`config.mk`:
```
export PLATFORM = sky130hd
export DESIGN_NAME = phyar_ctrl
export DESIGN_NICKNAME = d
export VERILOG_FILES = /design/src/inc/phyar_pkg.sv /design/src/phyar_ctrl.sv
export SDC_FILE = /design/constraint.sdc
export NUM_CORES = 1
export LEC_CHECK = 0
export ABC_AREA = 0
export ABC_CLOCK_PERIOD_IN_PS = 13900
export BUFFER_PORTS_ARGS = -buffer_cell sky130_fd_sc_hd__clkbuf_2
export CAP_MARGIN = 40
export CORE_MARGIN = 2
export CORE_UTILIZATION = 61
export DETAILED_ROUTE_END_ITERATION = 6
export GPL_TIMING_DRIVEN = 0
export PLACE_DENSITY = 0.82
export SLEW_MARGIN = 10
export SYNTH_ARGS = -nofsm -noshare
export SYNTH_HDL_FRONTEND = slang
export SYNTH_SLANG_ARGS = --single-unit
```
`constraint.sdc`:
```
create_clock -name sys_clk -period 13.9 [get_ports sys_clk]
set_clock_uncertainty 0.15 [all_clocks]
set_input_delay 4.17 -clock sys_clk [delete_from_list [all_inputs] [get_ports sys_clk]]
set_output_delay 4.17 -clock sys_clk [all_outputs]
set_load 0.005 [all_outputs]
```
`src/inc/phyar_pkg.sv`:
```
// package for the address, isolate, duplex and reset control block
package phyar_pkg;
	localparam int unsigned   SYS_CLK_HZ        = 40_000_000;
	localparam int unsigned   HW_RESET_MIN_NS   = 1000;
	localparam int unsigned   HW_RESET_CYCLES   = (HW_RESET_MIN_NS * (SYS_CLK_HZ / 1_000_000) + 999) / 1000;
	localparam int unsigned   SW_RESET_NS       = 1000;
	localparam int unsigned   SW_RESET_CYCLES   = (SW_RESET_NS * (SYS_CLK_HZ / 1_000_000)) / 1000;
	localparam int unsigned   POR_CYCLES        = 16;
	localparam logic [4:0]    REG_BMC           = 5'h00;
	localparam logic [4:0]    REG_XCVR          = 5'h19;
	localparam logic [4:0]    REG_XCVR2         = 5'h1C;
	localparam logic [4:0]    BCAST_ADDR        = 5'h1F;
	localparam int unsigned   BMC_RESET_BIT     = 15;
	localparam int unsigned   BMC_ISOLATE_BIT   = 10;
	localparam int unsigned   BMC_DUPLEX_BIT    = 8;
	localparam int unsigned   XC2_BCAST_BIT     = 11;
	localparam int unsigned   XC2_SOFTRST_BIT   = 9;
	localparam int unsigned   XC2_TSRST_BIT     = 0;
	localparam logic [15:0]   BMC_RESET_VAL     = 16'h3100;
	localparam logic [15:0]   XCVR_RESET_VAL    = 16'h0000;
	localparam logic [15:0]   XCVR2_RESET_VAL   = 16'h0000;
	localparam logic [4:0]    ADDR_STRAP_DEFAULT = 5'h01;
	localparam logic [1:0]    MGMT_START        = 2'h1;
	localparam logic [1:0]    OP_READ           = 2'h2;
	localparam logic [1:0]    OP_WRITE          = 2'h1;

	typedef struct packed {
		logic [4:0] stationAddr;
		logic       fibreMode;
		logic       negStrapZero;
		logic       negStrapOne;
		logic       negEnableStrap;
	} phyar_strap_t;

	typedef struct packed {
		logic       txEn;
		logic [3:0] txd;
		logic       rxDv;
		logic       rxEr;
		logic [3:0] rxd;
		logic       col;
		logic       crs;
	} phyar_mii_t;
endpackage : phyar_pkg

```
`src/phyar_ctrl.sv`:
```
// address strap, isolate, duplex and reset control with serial management slave
// Summary of operation
// RQ1: latch five address straps at power-up/hardware reset
// RQ2: answer any station address 0 to 31
// RQ3: strapped address zero starts in isolate
// RQ4: writing address zero never enters isolate
// RQ5: unconnected straps give address one
// RQ6: control bit 10 enters isolate
// RQ7: isolate ignores transmit, floats MII outputs
// RQ8: isolate still serves management transactions
// RQ9: isolate line sends only idles or pulses
// RQ10: isolate still negotiates and may link
// RQ11: broadcast bit accepts writes to 0x1F
// RQ12: half duplex carrier sense on transmit/receive
// RQ13: full duplex: no collision, receive-only carrier
// RQ14: other MII signalling same both duplexes
// RQ15: parallel detect settles on half duplex
// RQ16: fibre: no negotiation, duplex from bit 8
// RQ17: reset pin low 1 us, full reinit
// RQ18: control bit 15 resets registers, keeps straps
// RQ19: host waits 3 us after software reset
// RQ20: soft reset bit resets datapath only
// RQ21: time-sync reset keeps clock output registers
// RQ22: internal power-on reset needs no pin
// RQ23: frames start 01, opcode 10 read/01 write
// RQ24: ignore frames not addressed to us
module phyar_ctrl
	import phyar_pkg::*;
#(
	parameter int unsigned HW_RESET_HOLD = HW_RESET_CYCLES
) (
	input  wire logic        sys_clk,
	input  wire logic        reset,
	input  wire logic        resetPinN,
	input  wire phyar_strap_t strapPins,
	input  wire logic        mgmtClk,
	input  wire logic        mgmtDataIn,
	output logic             mgmtDataOut,
	output logic             mgmtDataOe,
	input  wire phyar_mii_t  miiIn,
	input  wire logic        linkUp,
	input  wire logic        linkByNegotiation,
	input  wire logic        negotiatedFull,
	output phyar_mii_t       miiOut,
	output logic             miiOe,
	output logic             lineTxEn,
	output logic             lineIdleOnly,
	output logic             negotiationEnable,
	output logic             fullDuplex,
	output logic             datapathReset,
	output logic             timeSyncReset,
	output logic [15:0]      clockOutCfg,
	output logic [15:0]      clockSrcCfg
);
	typedef enum {ST_PREAMBLE, ST_START, ST_OP, ST_PHY, ST_REG, ST_TA, ST_DATA} phyar_mstate_t;

	logic [1:0]   rstPinSync_r;
	logic [1:0]   mdcSync_r;
	logic [1:0]   mdiSync_r;
	logic         mdcPrev_r;
	logic [3:0]   porCnt_r;
	logic         porDone_r;
	logic [15:0]  pinLowCnt_r;
	logic         pinReset_r;
	logic         strapReq_r;
	phyar_strap_t straps_r;
	logic [15:0]  bmc_r;
	logic [15:0]  xcvr_r;
	logic [15:0]  xcvr2_r;
	logic [5:0]   swCnt_r;
	logic         swActive_r;
	logic         isolate_r;
	phyar_mstate_t mState_r;
	logic [5:0]   bitCnt_r;
	logic [1:0]   opCode_r;
	logic [4:0]   phyAddr_r;
	logic [4:0]   regAddr_r;
	logic [15:0]  shift_r;
	logic         respond_r;
	logic         wrStrobe_r;
	logic         mdcRise;
	logic         regReset;
	logic         fibre;
	logic         duplexFull;

	function automatic logic [15:0] readReg(input logic [4:0] a, input logic [15:0] b, input logic [15:0] x,
		input logic [15:0] x2);
		unique case (a)
			REG_BMC:   readReg = b;
			REG_XCVR:  readReg = x;
			REG_XCVR2: readReg = x2;
			default:   readReg = 16'h0000;
		endcase
	endfunction : readReg

	assign mdcRise  = mdcSync_r[1] & ~mdcPrev_r;
	assign regReset = pinReset_r | ~porDone_r;
	assign fibre    = straps_r.fibreMode;

	always_ff @(posedge sys_clk or posedge reset) begin
		if (reset) begin
			rstPinSync_r <= 2'h0;
			mdcSync_r    <= 2'h0;
			mdiSync_r    <= 2'h3;
			mdcPrev_r    <= 1'b0;
		end else begin
			rstPinSync_r <= {rstPinSync_r[0], resetPinN};
			mdcSync_r    <= {mdcSync_r[0], mgmtClk};
			mdiSync_r    <= {mdiSync_r[0], mgmtDataIn};
			mdcPrev_r    <= mdcSync_r[1];
		end
	end

	// internal power-on reset
	always_ff @(posedge sys_clk or posedge reset) begin
		if (reset) begin
			porCnt_r  <= 4'h0; // RQ22
			porDone_r <= 1'b0;
		end else if (!porDone_r) begin
			porCnt_r  <= porCnt_r + 4'h1;
			porDone_r <= (porCnt_r == 4'(POR_CYCLES - 1));
		end
	end

	// reset pin qualified by its minimum low time
	always_ff @(posedge sys_clk or posedge reset) begin
		if (reset) begin
			pinLowCnt_r <= 16'h0000;
			pinReset_r  <= 1'b0;
		end else if (rstPinSync_r[1]) begin
			pinLowCnt_r <= 16'h0000;
			pinReset_r  <= 1'b0;
		end else begin
			if (pinLowCnt_r != 16'hFFFF)
				pinLowCnt_r <= pinLowCnt_r + 16'h0001;
			if (pinLowCnt_r >= 16'(HW_RESET_HOLD - 1))
				pinReset_r <= 1'b1; // RQ17
		end
	end

	// strap capture after power-on and pin reset
	always_ff @(posedge sys_clk or posedge reset) begin
		if (reset) begin
			strapReq_r <= 1'b1;
			straps_r   <= '{stationAddr: ADDR_STRAP_DEFAULT, default: 1'b0}; // RQ5
		end else if (regReset) begin
			strapReq_r <= 1'b1;
		end else if (strapReq_r) begin
			strapReq_r <= 1'b0;
			straps_r   <= strapPins; // RQ1 RQ17
		end
	end

	// software reset timer
	always_ff @(posedge sys_clk or posedge reset) begin
		if (reset) begin
			swCnt_r    <= 6'h00;
			swActive_r <= 1'b0;
		end else if (regReset) begin
			swActive_r <= 1'b0;
		end else if (wrStrobe_r && regAddr_r == REG_BMC && shift_r[BMC_RESET_BIT]) begin
			swActive_r <= 1'b1; // RQ18
			swCnt_r    <= 6'(SW_RESET_CYCLES - 1);
		end else if (swActive_r) begin
			if (swCnt_r == 6'h00)
				swActive_r <= 1'b0;
			else
				swCnt_r <= swCnt_r - 6'h01;
		end
	end

	// register file
	always_ff @(posedge sys_clk or posedge reset) begin
		if (reset) begin
			bmc_r     <= BMC_RESET_VAL;
			xcvr_r    <= XCVR_RESET_VAL;
			xcvr2_r   <= XCVR2_RESET_VAL;
			isolate_r <= 1'b0;
		end else if (regReset || strapReq_r) begin
			bmc_r     <= BMC_RESET_VAL;
			xcvr_r    <= XCVR_RESET_VAL;
			xcvr2_r   <= XCVR2_RESET_VAL;
			isolate_r <= 1'b0;
			if (!regReset) begin
				xcvr_r[4:0] <= strapPins.stationAddr; // RQ1
				isolate_r   <= (strapPins.stationAddr == 5'h00); // RQ3
				if (strapPins.fibreMode)
					bmc_r[BMC_DUPLEX_BIT] <= strapPins.negStrapZero; // RQ16
			end
		end else if (swActive_r) begin
			bmc_r       <= BMC_RESET_VAL; // RQ18
			xcvr_r      <= XCVR_RESET_VAL;
			xcvr_r[4:0] <= straps_r.stationAddr;
			xcvr2_r     <= XCVR2_RESET_VAL;
			isolate_r   <= (straps_r.stationAddr == 5'h00);
			if (fibre)
				bmc_r[BMC_DUPLEX_BIT] <= straps_r.negStrapZero;
		end else if (wrStrobe_r) begin
			unique case (regAddr_r)
				REG_BMC: begin
					bmc_r     <= shift_r;
					isolate_r <= shift_r[BMC_ISOLATE_BIT]; // RQ6
				end
				REG_XCVR:  xcvr_r <= shift_r; // RQ4
				REG_XCVR2: xcvr2_r <= shift_r;
				default: ;
			endcase
		end else begin
			if (xcvr2_r[XC2_SOFTRST_BIT])
				xcvr2_r[XC2_SOFTRST_BIT] <= 1'b0;
			if (xcvr2_r[XC2_TSRST_BIT])
				xcvr2_r[XC2_TSRST_BIT] <= 1'b0;
		end
	end

	// clock output registers survive time-sync reset
	always_ff @(posedge sys_clk or posedge reset) begin
		if (reset) begin
			clockOutCfg <= 16'h0000;
			clockSrcCfg <= 16'h0000;
		end else if (regReset) begin
			clockOutCfg <= 16'h0000;
			clockSrcCfg <= 16'h0000;
		end
	end

	// serial management slave
	always_ff @(posedge sys_clk or posedge reset) begin
		if (reset) begin
			mState_r    <= ST_PREAMBLE;
			bitCnt_r    <= 6'h00;
			opCode_r    <= 2'h0;
			phyAddr_r   <= 5'h00;
			regAddr_r   <= 5'h00;
			shift_r     <= 16'h0000;
			respond_r   <= 1'b0;
			wrStrobe_r  <= 1'b0;
			mgmtDataOut <= 1'b1;
			mgmtDataOe  <= 1'b1;
		end else if (regReset || swActive_r) begin
			mState_r   <= ST_PREAMBLE;
			bitCnt_r   <= 6'h00;
			respond_r  <= 1'b0;
			wrStrobe_r <= 1'b0;
			mgmtDataOe <= 1'b1;
		end else begin
			wrStrobe_r <= 1'b0;
			if (mdcRise) begin // RQ8
				unique case (mState_r)
					ST_PREAMBLE: begin
						bitCnt_r <= mdiSync_r[1] ? ((bitCnt_r == 6'd32) ? bitCnt_r : bitCnt_r + 6'h01) : 6'h00;
						if (bitCnt_r == 6'd32 && !mdiSync_r[1])
							mState_r <= ST_START;
					end
					ST_START: begin
						mState_r <= mdiSync_r[1] ? ST_OP : ST_PREAMBLE; // RQ23
						bitCnt_r <= 6'h00;
					end
					ST_OP: begin
						opCode_r <= {opCode_r[0], mdiSync_r[1]};
						bitCnt_r <= bitCnt_r + 6'h01;
						if (bitCnt_r == 6'h01) begin
							bitCnt_r <= 6'h00;
							mState_r <= ({opCode_r[0], mdiSync_r[1]} == OP_READ ||
								{opCode_r[0], mdiSync_r[1]} == OP_WRITE) ? ST_PHY : ST_PREAMBLE; // RQ23
						end
					end
					ST_PHY: begin
						phyAddr_r <= {phyAddr_r[3:0], mdiSync_r[1]};
						bitCnt_r  <= bitCnt_r + 6'h01;
						if (bitCnt_r == 6'h04) begin
							bitCnt_r <= 6'h00;
							mState_r <= ST_REG;
						end
					end
					ST_REG: begin
						regAddr_r <= {regAddr_r[3:0], mdiSync_r[1]};
						bitCnt_r  <= bitCnt_r + 6'h01;
						if (bitCnt_r == 6'h04) begin
							bitCnt_r  <= 6'h00;
							mState_r  <= ST_TA;
							respond_r <= (phyAddr_r == xcvr_r[4:0]) || // RQ2 RQ24
								(opCode_r == OP_WRITE && phyAddr_r == BCAST_ADDR && xcvr2_r[XC2_BCAST_BIT]); // RQ11
						end
					end
					ST_TA: begin
						bitCnt_r <= bitCnt_r + 6'h01;
						if (bitCnt_r == 6'h00 && opCode_r == OP_READ && respond_r) begin
							mgmtDataOut <= 1'b0;
							mgmtDataOe  <= 1'b0;
							shift_r     <= readReg(regAddr_r, bmc_r, xcvr_r, xcvr2_r);
						end
						if (bitCnt_r == 6'h01) begin
							bitCnt_r <= 6'h00;
							mState_r <= ST_DATA;
							if (opCode_r == OP_READ && respond_r) begin
								mgmtDataOut <= shift_r[15];
								shift_r     <= {shift_r[14:0], 1'b0};
							end
						end
					end
					ST_DATA: begin
						bitCnt_r <= bitCnt_r + 6'h01;
						if (opCode_r == OP_READ) begin
							mgmtDataOut <= shift_r[15];
							shift_r     <= {shift_r[14:0], 1'b0};
						end else begin
							shift_r <= {shift_r[14:0], mdiSync_r[1]};
						end
						if (bitCnt_r == 6'h0F) begin
							bitCnt_r    <= 6'd32;
							mState_r    <= ST_PREAMBLE;
							mgmtDataOe  <= 1'b1;
							mgmtDataOut <= 1'b1;
							wrStrobe_r  <= (opCode_r == OP_WRITE) && respond_r;
						end
					end
				endcase
			end
		end
	end

	// duplex resolution
	always_comb begin
		if (fibre)
			duplexFull = bmc_r[BMC_DUPLEX_BIT]; // RQ16
		else if (linkUp && !linkByNegotiation)
			duplexFull = 1'b0; // RQ15
		else if (linkUp)
			duplexFull = negotiatedFull;
		else
			duplexFull = bmc_r[BMC_DUPLEX_BIT];
	end

	// MII side and line control
	always_ff @(posedge sys_clk or posedge reset) begin
		if (reset) begin
			miiOut            <= '0;
			miiOe             <= 1'b1;
			lineTxEn          <= 1'b0;
			lineIdleOnly      <= 1'b1;
			negotiationEnable <= 1'b0;
			fullDuplex        <= 1'b0;
			datapathReset     <= 1'b1;
			timeSyncReset     <= 1'b1;
		end else begin
			datapathReset     <= regReset | swActive_r | xcvr2_r[XC2_SOFTRST_BIT]; // RQ20
			timeSyncReset     <= regReset | swActive_r | xcvr2_r[XC2_TSRST_BIT]; // RQ21
			negotiationEnable <= ~fibre & bmc_r[12]; // RQ10 RQ16
			fullDuplex        <= duplexFull;
			miiOe             <= isolate_r; // RQ7
			lineTxEn          <= miiIn.txEn & ~isolate_r; // RQ7 RQ9
			lineIdleOnly      <= isolate_r | ~miiIn.txEn; // RQ9
			miiOut.txEn       <= 1'b0;
			miiOut.txd        <= 4'h0;
			miiOut.rxDv       <= miiIn.rxDv; // RQ14
			miiOut.rxEr       <= miiIn.rxEr;
			miiOut.rxd        <= miiIn.rxd;
			miiOut.col        <= duplexFull ? 1'b0 : (miiIn.txEn & miiIn.rxDv); // RQ13
			miiOut.crs        <= duplexFull ? miiIn.rxDv : (miiIn.txEn | miiIn.rxDv); // RQ12 RQ13
		end
	end
endmodule : phyar_ctrl
```
==> results of run 1 <==
-- cells by family (layout without fill, tap and decap cells) --
logic type,count (synthesis),after routing
flops,149,149
simple gates,251,251
compound gates,178,178
buf+inv,102,173
fa+ha+maj,7,7
other cells,1,37
xor+xnor,23,23
mux,26,26
-- cells in the final DEF (no fill, tap or decap), types with 4 or more instances in the layout --
master | netlist | final
a21oi_1 | 39 | 39
conb_1 | 1 | 37
o211ai_1 | 5 | 5
and3_1 | 7 | 7
nor2b_1 | 4 | 4
a22oi_1 | 16 | 16
xor2_1 | 12 | 12
clkbuf_16 | 0 | 17
buf_2 | 8 | 9
nand3b_1 | 5 | 5
nor2_1 | 38 | 38
a222oi_1 | 16 | 16
nand2_1 | 92 | 92
inv_1 | 26 | 25
dfrtp_1 | 136 | 136
dfstp_2 | 13 | 13
xnor2_1 | 11 | 11
nor3_1 | 18 | 18
mux2_2 | 19 | 19
o31ai_1 | 9 | 9
or3_1 | 6 | 6
clkbuf_2 | 1 | 39
ha_1 | 7 | 7
o221ai_1 | 4 | 4
nand2b_1 | 17 | 17
o2111ai_1 | 4 | 4
o21ai_1 | 11 | 11
a31oi_1 | 5 | 5
mux2i_1 | 7 | 7
nor4_1 | 12 | 12
clkbuf_1 | 25 | 29
nand3_1 | 22 | 22
nand4_1 | 4 | 4
buf_4 | 39 | 39
o21ai_0 | 29 | 29
-- sequential cells by signal, indices dropped and copies added, names as in the netlist, 2 cells and up --
| name | count |
|---|---|
| xcvr_r | 16 |
| bmc_r | 16 |
| pinLowCnt_r | 16 |
| porCnt_r | 4 |
| mdiSync_r | 2 |
| mdcSync_r | 2 |
| xcvr2_r | 16 |
| shift_r | 16 |
| regAddr_r | 5 |
| opCode_r | 2 |
| swCnt_r | 6 |
| rstPinSync_r | 2 |
| phyAddr_r | 5 |
| bitCnt_r | 6 |
| miiOut | 8 |
| straps_r | 6 |
| mState_r | 3 |
-- layout make-up --
type | instances | share of cell area (%)
plain buffers | 76 | 5.409
clock buffers | 23 | 5.527
clock inverters | 8 | 0.9310
inverters | 26 | 1.212
multi-input cells | 522 | 37.89
flip-flops and latches | 149 | 44.23
well taps | 147 | 2.172
repair buffers | 40 | 2.630
-- stage by stage --
step | hold WS (ps) | setup slack (ps) | instance area, sq um | util, % | instances
after global routing | 211.6 | 8475 | 8467 | 71.08 | 991
after detailed placement | 187.8 | 8622 | 7920 | 66.49 | 960
after global placement | 189.0 | 4227 | 7883 | 66.18 | 958
final | 199.6 | 8497 | 8467 | 71.08 | 991
after floorplan | 181.2 | 5593 | 7508 | - | 773
after CTS | 204.3 | 8488 | 8467 | 71.08 | 991
-- metal layers --
layer  track usage, %  vias to the layer above
met5                0                        -
met3            6.536                       44
met4            11.79                        0
met2            45.71                      367
met1            39.46                     3017
li1                 -                     2780
-- worst paths after layout --
kind / slack, ps / from / endpoint / cells past startpoint
max in group asynchronous: 9110 / reset / strapReq_r / 3
hold / removal: 200 / rstPinSync_r[0] / rstPinSync_r[1] / 0
setup reg to reg: 11170 / swActive_r / xcvr2_r[6] / 5
hold reg to reg: 200 / rstPinSync_r[0] / rstPinSync_r[1] / 0
min in group asynchronous: 3650 / reset / porCnt_r[2] / 2
setup / recovery: 8500 / mgmtDataOe / mgmtDataOe / 1
-- power breakdown --
part           switching [W]  total (W)  internal [W]
combinational      0.0000350  0.0000596     0.0000246
sequential        0.00000617   0.000449      0.000442
clock               0.000177   0.000431      0.000254
total               0.000218   0.000940      0.000721
==> impl_metrics.env, run 1 <==
export IMPL_nFillCells=845
export IMPL_synth_compound_area_share_pct=16.68
export IMPL_routedWlPerCell_microns=18.16
export IMPL_power_total_w=0.0009397
export IMPL_cp_required_ps=9580
export IMPL_setup_tns_ps=0
export IMPL_avgViaCountPerCell=6.264
export IMPL_synthAdderAreaFrac_pct=1.188
export IMPL_holdBufCountCts=0
export IMPL_synth_simple_area_share_pct=17.17
export IMPL_post_route_period_util_pct=38.87
export IMPL_worst_path_buf_inv=1
export IMPL_die_h_microns=113.9
export IMPL_grt_pass1_vias=5974
export IMPL_grt_pass1_wl_microns=29730
export IMPL_crit_arrival_ps=1080
export IMPL_wl_met1_microns=7139
export IMPL_muxShareOfSynthArea_pct=3.852
export IMPL_yosys_area_top_type="dfrtp_1"
export IMPL_hold_viol_final=0
export IMPL_ant_nets=0
export IMPL_drive_gt1_share_pct=19.67
export IMPL_cpPeakStageDelay_ps=540
export IMPL_grt_setup_unrepaired="false"
export IMPL_synth_top_family_by_area="simple AND/OR/NAND/NOR gates"
export IMPL_synth_flop_cell="dfrtp_1"
export IMPL_vias=6208
export IMPL_die_x_microns=113.9
export IMPL_slew_headroom_pct=43.97
export IMPL_status="finished clean"
export IMPL_synth_common_cells="dfrtp_1 (136), nand2_1 (92), a21oi_1 (39), buf_4 (39), nor2_1 (38)"
export IMPL_coreArea_sq_um=11910
export IMPL_yosys_warnings=0
export IMPL_cap_viol_max_count=0
export IMPL_slew_viol_final=0
export IMPL_worstSetupEndpointType="output pin"
export IMPL_power_density_nw_per_um2=111.0
export IMPL_cts_htree_levels=4
export IMPL_start_util_pct=61.90
export IMPL_clkSinkCount=149
export IMPL_grt_max_degree=89
export IMPL_critPathTopFamily="flip-flops"
export IMPL_drt_initial_drc_count=698
export IMPL_synth_area_leaders="dfrtp_1 (46%), nand2_1 (4.7%), dfstp_2 (4.6%)"
export IMPL_drc_errors=0
export IMPL_ys_seq_area_share_pct=50.79
export IMPL_hp_class="flop to flop"
export IMPL_startpoint_type="flop"
export IMPL_rows=40
export IMPL_multi_input_area_sq_um=3208
export IMPL_ff_latch_area_sq_um=3745
export IMPL_synthArstFlopShare_pct=100.0
export IMPL_p_leak_nw=3.841
export IMPL_syn_inst=737
export IMPL_met3_length_microns=1796
export IMPL_postCtsSetupBuffers=0
export IMPL_overflow=0
export IMPL_antenna_found_initial=0
export IMPL_crit_path_top_delay_cell="dfstp_2"
export IMPL_dieArea_sq_um=12980
export IMPL_synth_xor_area_share_pct=2.732
export IMPL_vdd_drop_max_v=0.00007516
export IMPL_clk_latency_ps=430
export IMPL_dp_hpwl_microns=11940
export IMPL_period_minus_slack_ps=5403
export IMPL_grt_util_all_layers_pct=29.06
export IMPL_routed_wl_microns=17990
export IMPL_met2_length_microns=8631
export IMPL_dr_max_layer_used="met4"
export IMPL_gp_congestion=0.8886
export IMPL_finalSetupViolations=0
export IMPL_clockBufferDepth=2
export IMPL_dr_pass1_iters=6
export IMPL_yosysMostFrequentCell="dfrtp_1"
export IMPL_clk_pin_slew_worst_paths_ps=60
export IMPL_antennaDiodeCount=0
export IMPL_crit_fanout=3
export IMPL_path_cells="clkbuf_2"
export IMPL_cts_tree="built"
export IMPL_synth_area_sq_um=7373
export IMPL_max_slew_worst_pin_slew_ps=827.3
export IMPL_critical_path_class="flop to output pin"
export IMPL_root_buffer="clkbuf_16"
export IMPL_area_growth_pct=14.83
export IMPL_fin_nets=869
export IMPL_synth_top_area_share_pct=46.16
export IMPL_ys_types=77
export IMPL_syn_mean_instance_area_sq_um=10.00
export IMPL_post_cts_resized=0
export IMPL_synth_edff_count=0
export IMPL_cts_buffers=17
export IMPL_io_pins=84
export IMPL_fmax_mhz=185.1
export IMPL_portBuffers=38
export IMPL_synth_seq_cells=149
No activity file was read; power rests on OpenSTA's default activity.
==> run 2: changes to the inputs <==
--- a/config.mk
+++ b/config.mk
@@ -6,14 +6,14 @@
 export NUM_CORES = 1
 export LEC_CHECK = 0
 export ABC_AREA = 0
-export ABC_CLOCK_PERIOD_IN_PS = 13900
+export ABC_CLOCK_PERIOD_IN_PS = 4700
 export BUFFER_PORTS_ARGS = -buffer_cell sky130_fd_sc_hd__clkbuf_2
 export CAP_MARGIN = 40
 export CORE_MARGIN = 2
-export CORE_UTILIZATION = 61
+export CORE_UTILIZATION = 53
 export DETAILED_ROUTE_END_ITERATION = 6
 export GPL_TIMING_DRIVEN = 0
-export PLACE_DENSITY = 0.82
+export PLACE_DENSITY = 0.75
 export SLEW_MARGIN = 10
 export SYNTH_ARGS = -nofsm -noshare
 export SYNTH_HDL_FRONTEND = slang
==> constraint.sdc (replaced) <==
create_clock -name sys_clk -period 4.7 [get_ports sys_clk]
set_clock_uncertainty 0.15 [all_clocks]
set_input_delay 1.41 -clock sys_clk [delete_from_list [all_inputs] [get_ports sys_clk]]
set_output_delay 1.41 -clock sys_clk [all_outputs]
set_load 0.005 [all_outputs]
==> impl_metrics.env, run 2 (synthesis gave the netlist of run 1 again) <==
export IMPL_status="finished clean"
export IMPL_met2_length_microns=8923
export IMPL_clockBufferDepth=2
export IMPL_gp_congestion=0.8776
export IMPL_die_x_microns=122.0
export IMPL_start_util_pct=53.74
export IMPL_overflow=0
export IMPL_wl_met1_microns=7258
export IMPL_ant_nets=0
export IMPL_finalSetupViolations=0
export IMPL_grt_max_degree=41
export IMPL_fmax_mhz=355.3
export IMPL_vdd_drop_max_v=0.0002771
export IMPL_grt_util_all_layers_pct=26.14
export IMPL_worstHoldStart="rstPinSync_r[0]"
export IMPL_r2r_start="porDone_r"
export IMPL_critical_path_class="flop to flop"
export IMPL_timing_hold_ws_ps=203.7
export IMPL_final_core_util_pct=62.64
export IMPL_postCtsSetupBuffers=0
export IMPL_grt_pass1_wl_microns=30140
export IMPL_cts_buffers=17
export IMPL_antenna_found_initial=0
export IMPL_power_total_w=0.002848
export IMPL_post_cts_resized=0
export IMPL_coreArea_sq_um=13720
export IMPL_hp_class="flop to flop"
export IMPL_period_minus_slack_ps=2814
export IMPL_cts_htree_levels=4
export IMPL_clk_latency_ps=430
export IMPL_drt_initial_drc_count=624
export IMPL_grt_setup_unrepaired="false"
export IMPL_grt_pass1_vias=6162
export IMPL_cts_tree="built"
export IMPL_final_common_cell="dfrtp_1"
export IMPL_dr_max_layer_used="met4"
export IMPL_die_h_microns=122.0
export IMPL_root_buffer="clkbuf_16"
export IMPL_max_slew_worst_pin_slew_ps=806.7
export IMPL_reg2reg_depth=7
export IMPL_routed_wl_microns=18300
export IMPL_worstSetupEndpointType="flop"
export IMPL_clk_pin_slew_worst_paths_ps=60
export IMPL_cap_viol_max_count=0
export IMPL_ff2ff_setup_slack_ps=1890
export IMPL_drc_errors=0
export IMPL_antennaDiodeCount=0
export IMPL_dieArea_sq_um=14870
export IMPL_slew_viol_final=0
export IMPL_p_leak_nw=3.879
export IMPL_dp_hpwl_microns=12480
export IMPL_vias=6128
export IMPL_startpoint_type="flop"
export IMPL_post_route_period_util_pct=59.88
export IMPL_avgViaCountPerCell=5.961
export IMPL_holdPathStages=0
export IMPL_hold_viol_final=0
export IMPL_rows=43
export IMPL_reg2reg_to="xcvr2_r[12]"
export IMPL_power_density_nw_per_um2=331.4
export IMPL_cp_required_ps=4870
export IMPL_io_pins=84
export IMPL_crit_arrival_ps=2990
export IMPL_final_cell_mix="dfrtp_1 (136), nand2_1 (92), buf_4 (39), a21oi_1 (39), clkbuf_2 (39)"
export IMPL_dr_pass1_iters=6
export IMPL_routedWlPerCell_microns=17.80
export IMPL_clkSinkCount=149
export IMPL_nFillCells=1104
export IMPL_fin_nets=872
export IMPL_ff_latch_area_sq_um=3745
export IMPL_area_growth_pct=16.56
export IMPL_slew_headroom_pct=45.37
export IMPL_crit_fanout=10
export IMPL_multi_input_area_sq_um=3208
export IMPL_drive_gt1_share_pct=20.05
export IMPL_portBuffers=38
export IMPL_hold_path_endpoint="rstPinSync_r[1]"
export IMPL_setup_tns_ps=0
export IMPL_met3_length_microns=1789
export IMPL_holdBufCountCts=0
run 2: cell types whose count changed in the layout (fill, tap and decap cells not counted):
| cell | change |
|---|---|
| buf_12 | +4 |
| bufinv_16 | +1 |
| clkinvlp_4 | +1 |
| buf_16 | -1 |
| inv_6 | -1 |
| clkbuf_8 | +1 |
| clkinv_4 | -1 |
run 2: how the worst max path moves through the flow:
stage                   start           to  slack, ps  depth (start not counted)
floorplan               reset  bitCnt_r[0]       1280                          1
global placement        reset    miiOut[0]        450                          2
detailed placement      reset    bmc_r[12]       1850                          6
CTS                 porDone_r   xcvr2_r[4]       1930                          7
global route        porDone_r  xcvr2_r[12]       1790                          7
finish              porDone_r  xcvr2_r[12]       1890                          7
run 2: critical path, cell delays in order, from the launching register on:
cell	delay [ps]
dfrtp_1	330
buf_4	150
nor3b_4	520
nand2_1	480
a21oi_2	540
buf_2	340
nand2_1	90
o21ai_0	110
run 2: report_power, final:
group / internal [W] / switching [W] / total, W
Sequential: 0.00131 / 0.0000187 / 0.00133
Clock: 0.000822 / 0.000518 / 0.00134
Combinational: 0.0000769 / 0.000104 / 0.000180
Total: 0.00221 / 0.000641 / 0.00285
run 2: routing by layer:
metal,track usage [%],vias to the layer above
met2,42.53,343
met4,9.555,0
met5,0,-
met1,33.31,2961
li1,-,2790
met3,7.678,34
run 2: cell type report:
class,count,area share [%]
flip-flops and latches,149,43.57
multi-input cells,522,37.33
clock buffers,24,5.605
plain buffers,76,5.328
repair buffers,43,3.203
well taps,180,2.620
inverters,26,1.179
clock inverters,8,1.165
run 2: metrics by stage:
step                worst slack, ps  instances  cell area, sq um
floorplan                      1276        773              7512
global placement              448.8        991              7928
detailed placement             1847        996              8013
CTS                            1928       1028              8594
global route                   1793       1028              8594
finish                         1886       1028              8594
==> run 3: changes to the inputs <==
--- a/config.mk
+++ b/config.mk
@@ -6,7 +6,7 @@
 export NUM_CORES = 1
 export LEC_CHECK = 0
 export ABC_AREA = 0
-export ABC_CLOCK_PERIOD_IN_PS = 4700
+export ABC_CLOCK_PERIOD_IN_PS = 2550
 export BUFFER_PORTS_ARGS = -buffer_cell sky130_fd_sc_hd__clkbuf_2
 export CAP_MARGIN = 40
 export CORE_MARGIN = 2
==> constraint.sdc (replaced) <==
create_clock -name sys_clk -period 2.55 [get_ports sys_clk]
set_clock_uncertainty 0.15 [all_clocks]
set_input_delay 0.765 -clock sys_clk [delete_from_list [all_inputs] [get_ports sys_clk]]
set_output_delay 0.765 -clock sys_clk [all_outputs]
set_load 0.005 [all_outputs]
==> impl_metrics.env, run 3 (synthesis gave the netlist of run 1 again) <==
export IMPL_start_util_pct=53.74
export IMPL_drive_gt1_share_pct=20.92
export IMPL_final_core_util_pct=63.06
export IMPL_dieArea_sq_um=14870
export IMPL_hp_class="input port to async pin"
export IMPL_grt_max_degree=41
export IMPL_fin_nets=875
export IMPL_crit_path_top_delay_cell="nor2_2"
export IMPL_clk_pin_slew_worst_paths_ps=60
export IMPL_power_density_nw_per_um2=606.5
export IMPL_dp_hpwl_microns=12480
export IMPL_critical_path_class="flop to flop"
export IMPL_dr_pass1_iters=7
export IMPL_violations="design-rule violations"
export IMPL_grt_util_all_layers_pct=26.20
export IMPL_max_slew_worst_pin_slew_ps=810.9
export IMPL_path_cells="buf_4 > or3b_1 > buf_6 > nor2_2 > buf_2 > o21ai_1 > a21oi_1"
export IMPL_clkSinkCount=149
export IMPL_nFillCells=1105
export IMPL_avgViaCountPerCell=5.928
export IMPL_slew_headroom_pct=45.08
export IMPL_root_buffer="clkbuf_16"
export IMPL_overflow=0
export IMPL_final_common_cell="dfrtp_1"
export IMPL_vias=6112
export IMPL_finalSetupViolations=0
export IMPL_placed_cells=996
export IMPL_ant_nets=0
export IMPL_cts_buffers=17
export IMPL_cts_tree="built"
export IMPL_final_cell_mix="dfrtp_1 (136), nand2_1 (91), buf_4 (42)"
export IMPL_antenna_found_initial=0
export IMPL_routedWlPerCell_microns=17.70
export IMPL_power_total_w=0.005247
export IMPL_hold_viol_final=0
export IMPL_cpPeakStageDelay_ps=490
export IMPL_cap_viol_max_count=0
export IMPL_pre_cts_ws_ps=-195.5
export IMPL_critPathTopFamily="simple AND/OR/NAND/NOR gates"
export IMPL_portBuffers=38
export IMPL_rows=43
export IMPL_antennaDiodeCount=0
export IMPL_startpoint_type="flop"
export IMPL_fmax_mhz=407.1
export IMPL_worst_path_buf_inv=3
export IMPL_p_leak_nw=3.903
export IMPL_timing_hold_ws_ps=114.5
export IMPL_io_pins=84
export IMPL_slew_viol_final=0
export IMPL_layout_setup_ws_ps=93.59
export IMPL_routed_wl_microns=18250
export IMPL_area_growth_pct=17.34
export IMPL_holdBufCountCts=0
export IMPL_cp_required_ps=2760
export IMPL_crit_fanout=10
export IMPL_status="complete, but fails checks"
export IMPL_period_minus_slack_ps=2456
export IMPL_cts_htree_levels=4
export IMPL_clk_latency_ps=430
export IMPL_grt_setup_unrepaired="false"
export IMPL_drc_errors=4
export IMPL_multi_input_area_sq_um=3239
export IMPL_worstSetupEndpointType="flop"
export IMPL_die_x_microns=122.0
export IMPL_instances_no_fill=1031
export IMPL_die_h_microns=122.0
export IMPL_post_route_period_util_pct=96.33
export IMPL_ff_latch_area_sq_um=3745
export IMPL_grt_pass1_vias=6182
export IMPL_clockBufferDepth=2
export IMPL_drt_initial_drc_count=567
export IMPL_vdd_drop_max_v=0.0005114
export IMPL_grt_pass1_wl_microns=30190
export IMPL_coreArea_sq_um=13720
export IMPL_gp_congestion=0.8776
export IMPL_crit_arrival_ps=2660
-- run 3: path summary, 6_finish.rpt --
kind,start,end,slack (ps),depth (start not counted)
hold / removal,reset,mdcSync_r[0],110,2
max in group asynchronous,reset,bmc_r[12],860,6
setup reg to reg,porDone_r,isolate_r,90,7
setup / recovery,porDone_r,isolate_r,90,7
hold reg to reg,rstPinSync_r[0],rstPinSync_r[1],200,0
min in group sys_clk,rstPinSync_r[0],rstPinSync_r[1],200,0
-- run 3: final cells by class --
type | instances | share of cell area [%]
clock buffers | 24 | 5.568
repair buffers | 46 | 3.442
clock inverters | 8 | 1.157
multi-input cells | 522 | 37.44
plain buffers | 76 | 5.336
well taps | 180 | 2.603
inverters | 26 | 1.171
flip-flops and latches | 149 | 43.28
-- run 3: what timing repair did --
action,CTS,global route
setup buffers,0,3
resized for setup,2,7
setup endpoints to repair,14,25
-- run 3: report_power, final --
part	switching, W	leakage (nW)	internal, W	total, W
logic	0.000191	1.66	0.000142	0.000333
clock network	0.000953	0.284	0.00152	0.00247
registers	0.0000341	1.96	0.00241	0.00245
total	0.00118	3.90	0.00407	0.00525
-- run 3: layer usage --
metal	part of all wire, %	track usage [%]
met1	40	33.59
met2	49	42.56
met3	9.3	7.537
met4	2.2	9.483
met5	0	0
-- run 3: per-stage QoR --
stage               TNS [ps]  cell area [sq um]
floorplan             -31190               7512
global placement     -148130               7928
detailed placement     -2182               8013
CTS                        0               8605
global route               0               8652
finish                     0               8652
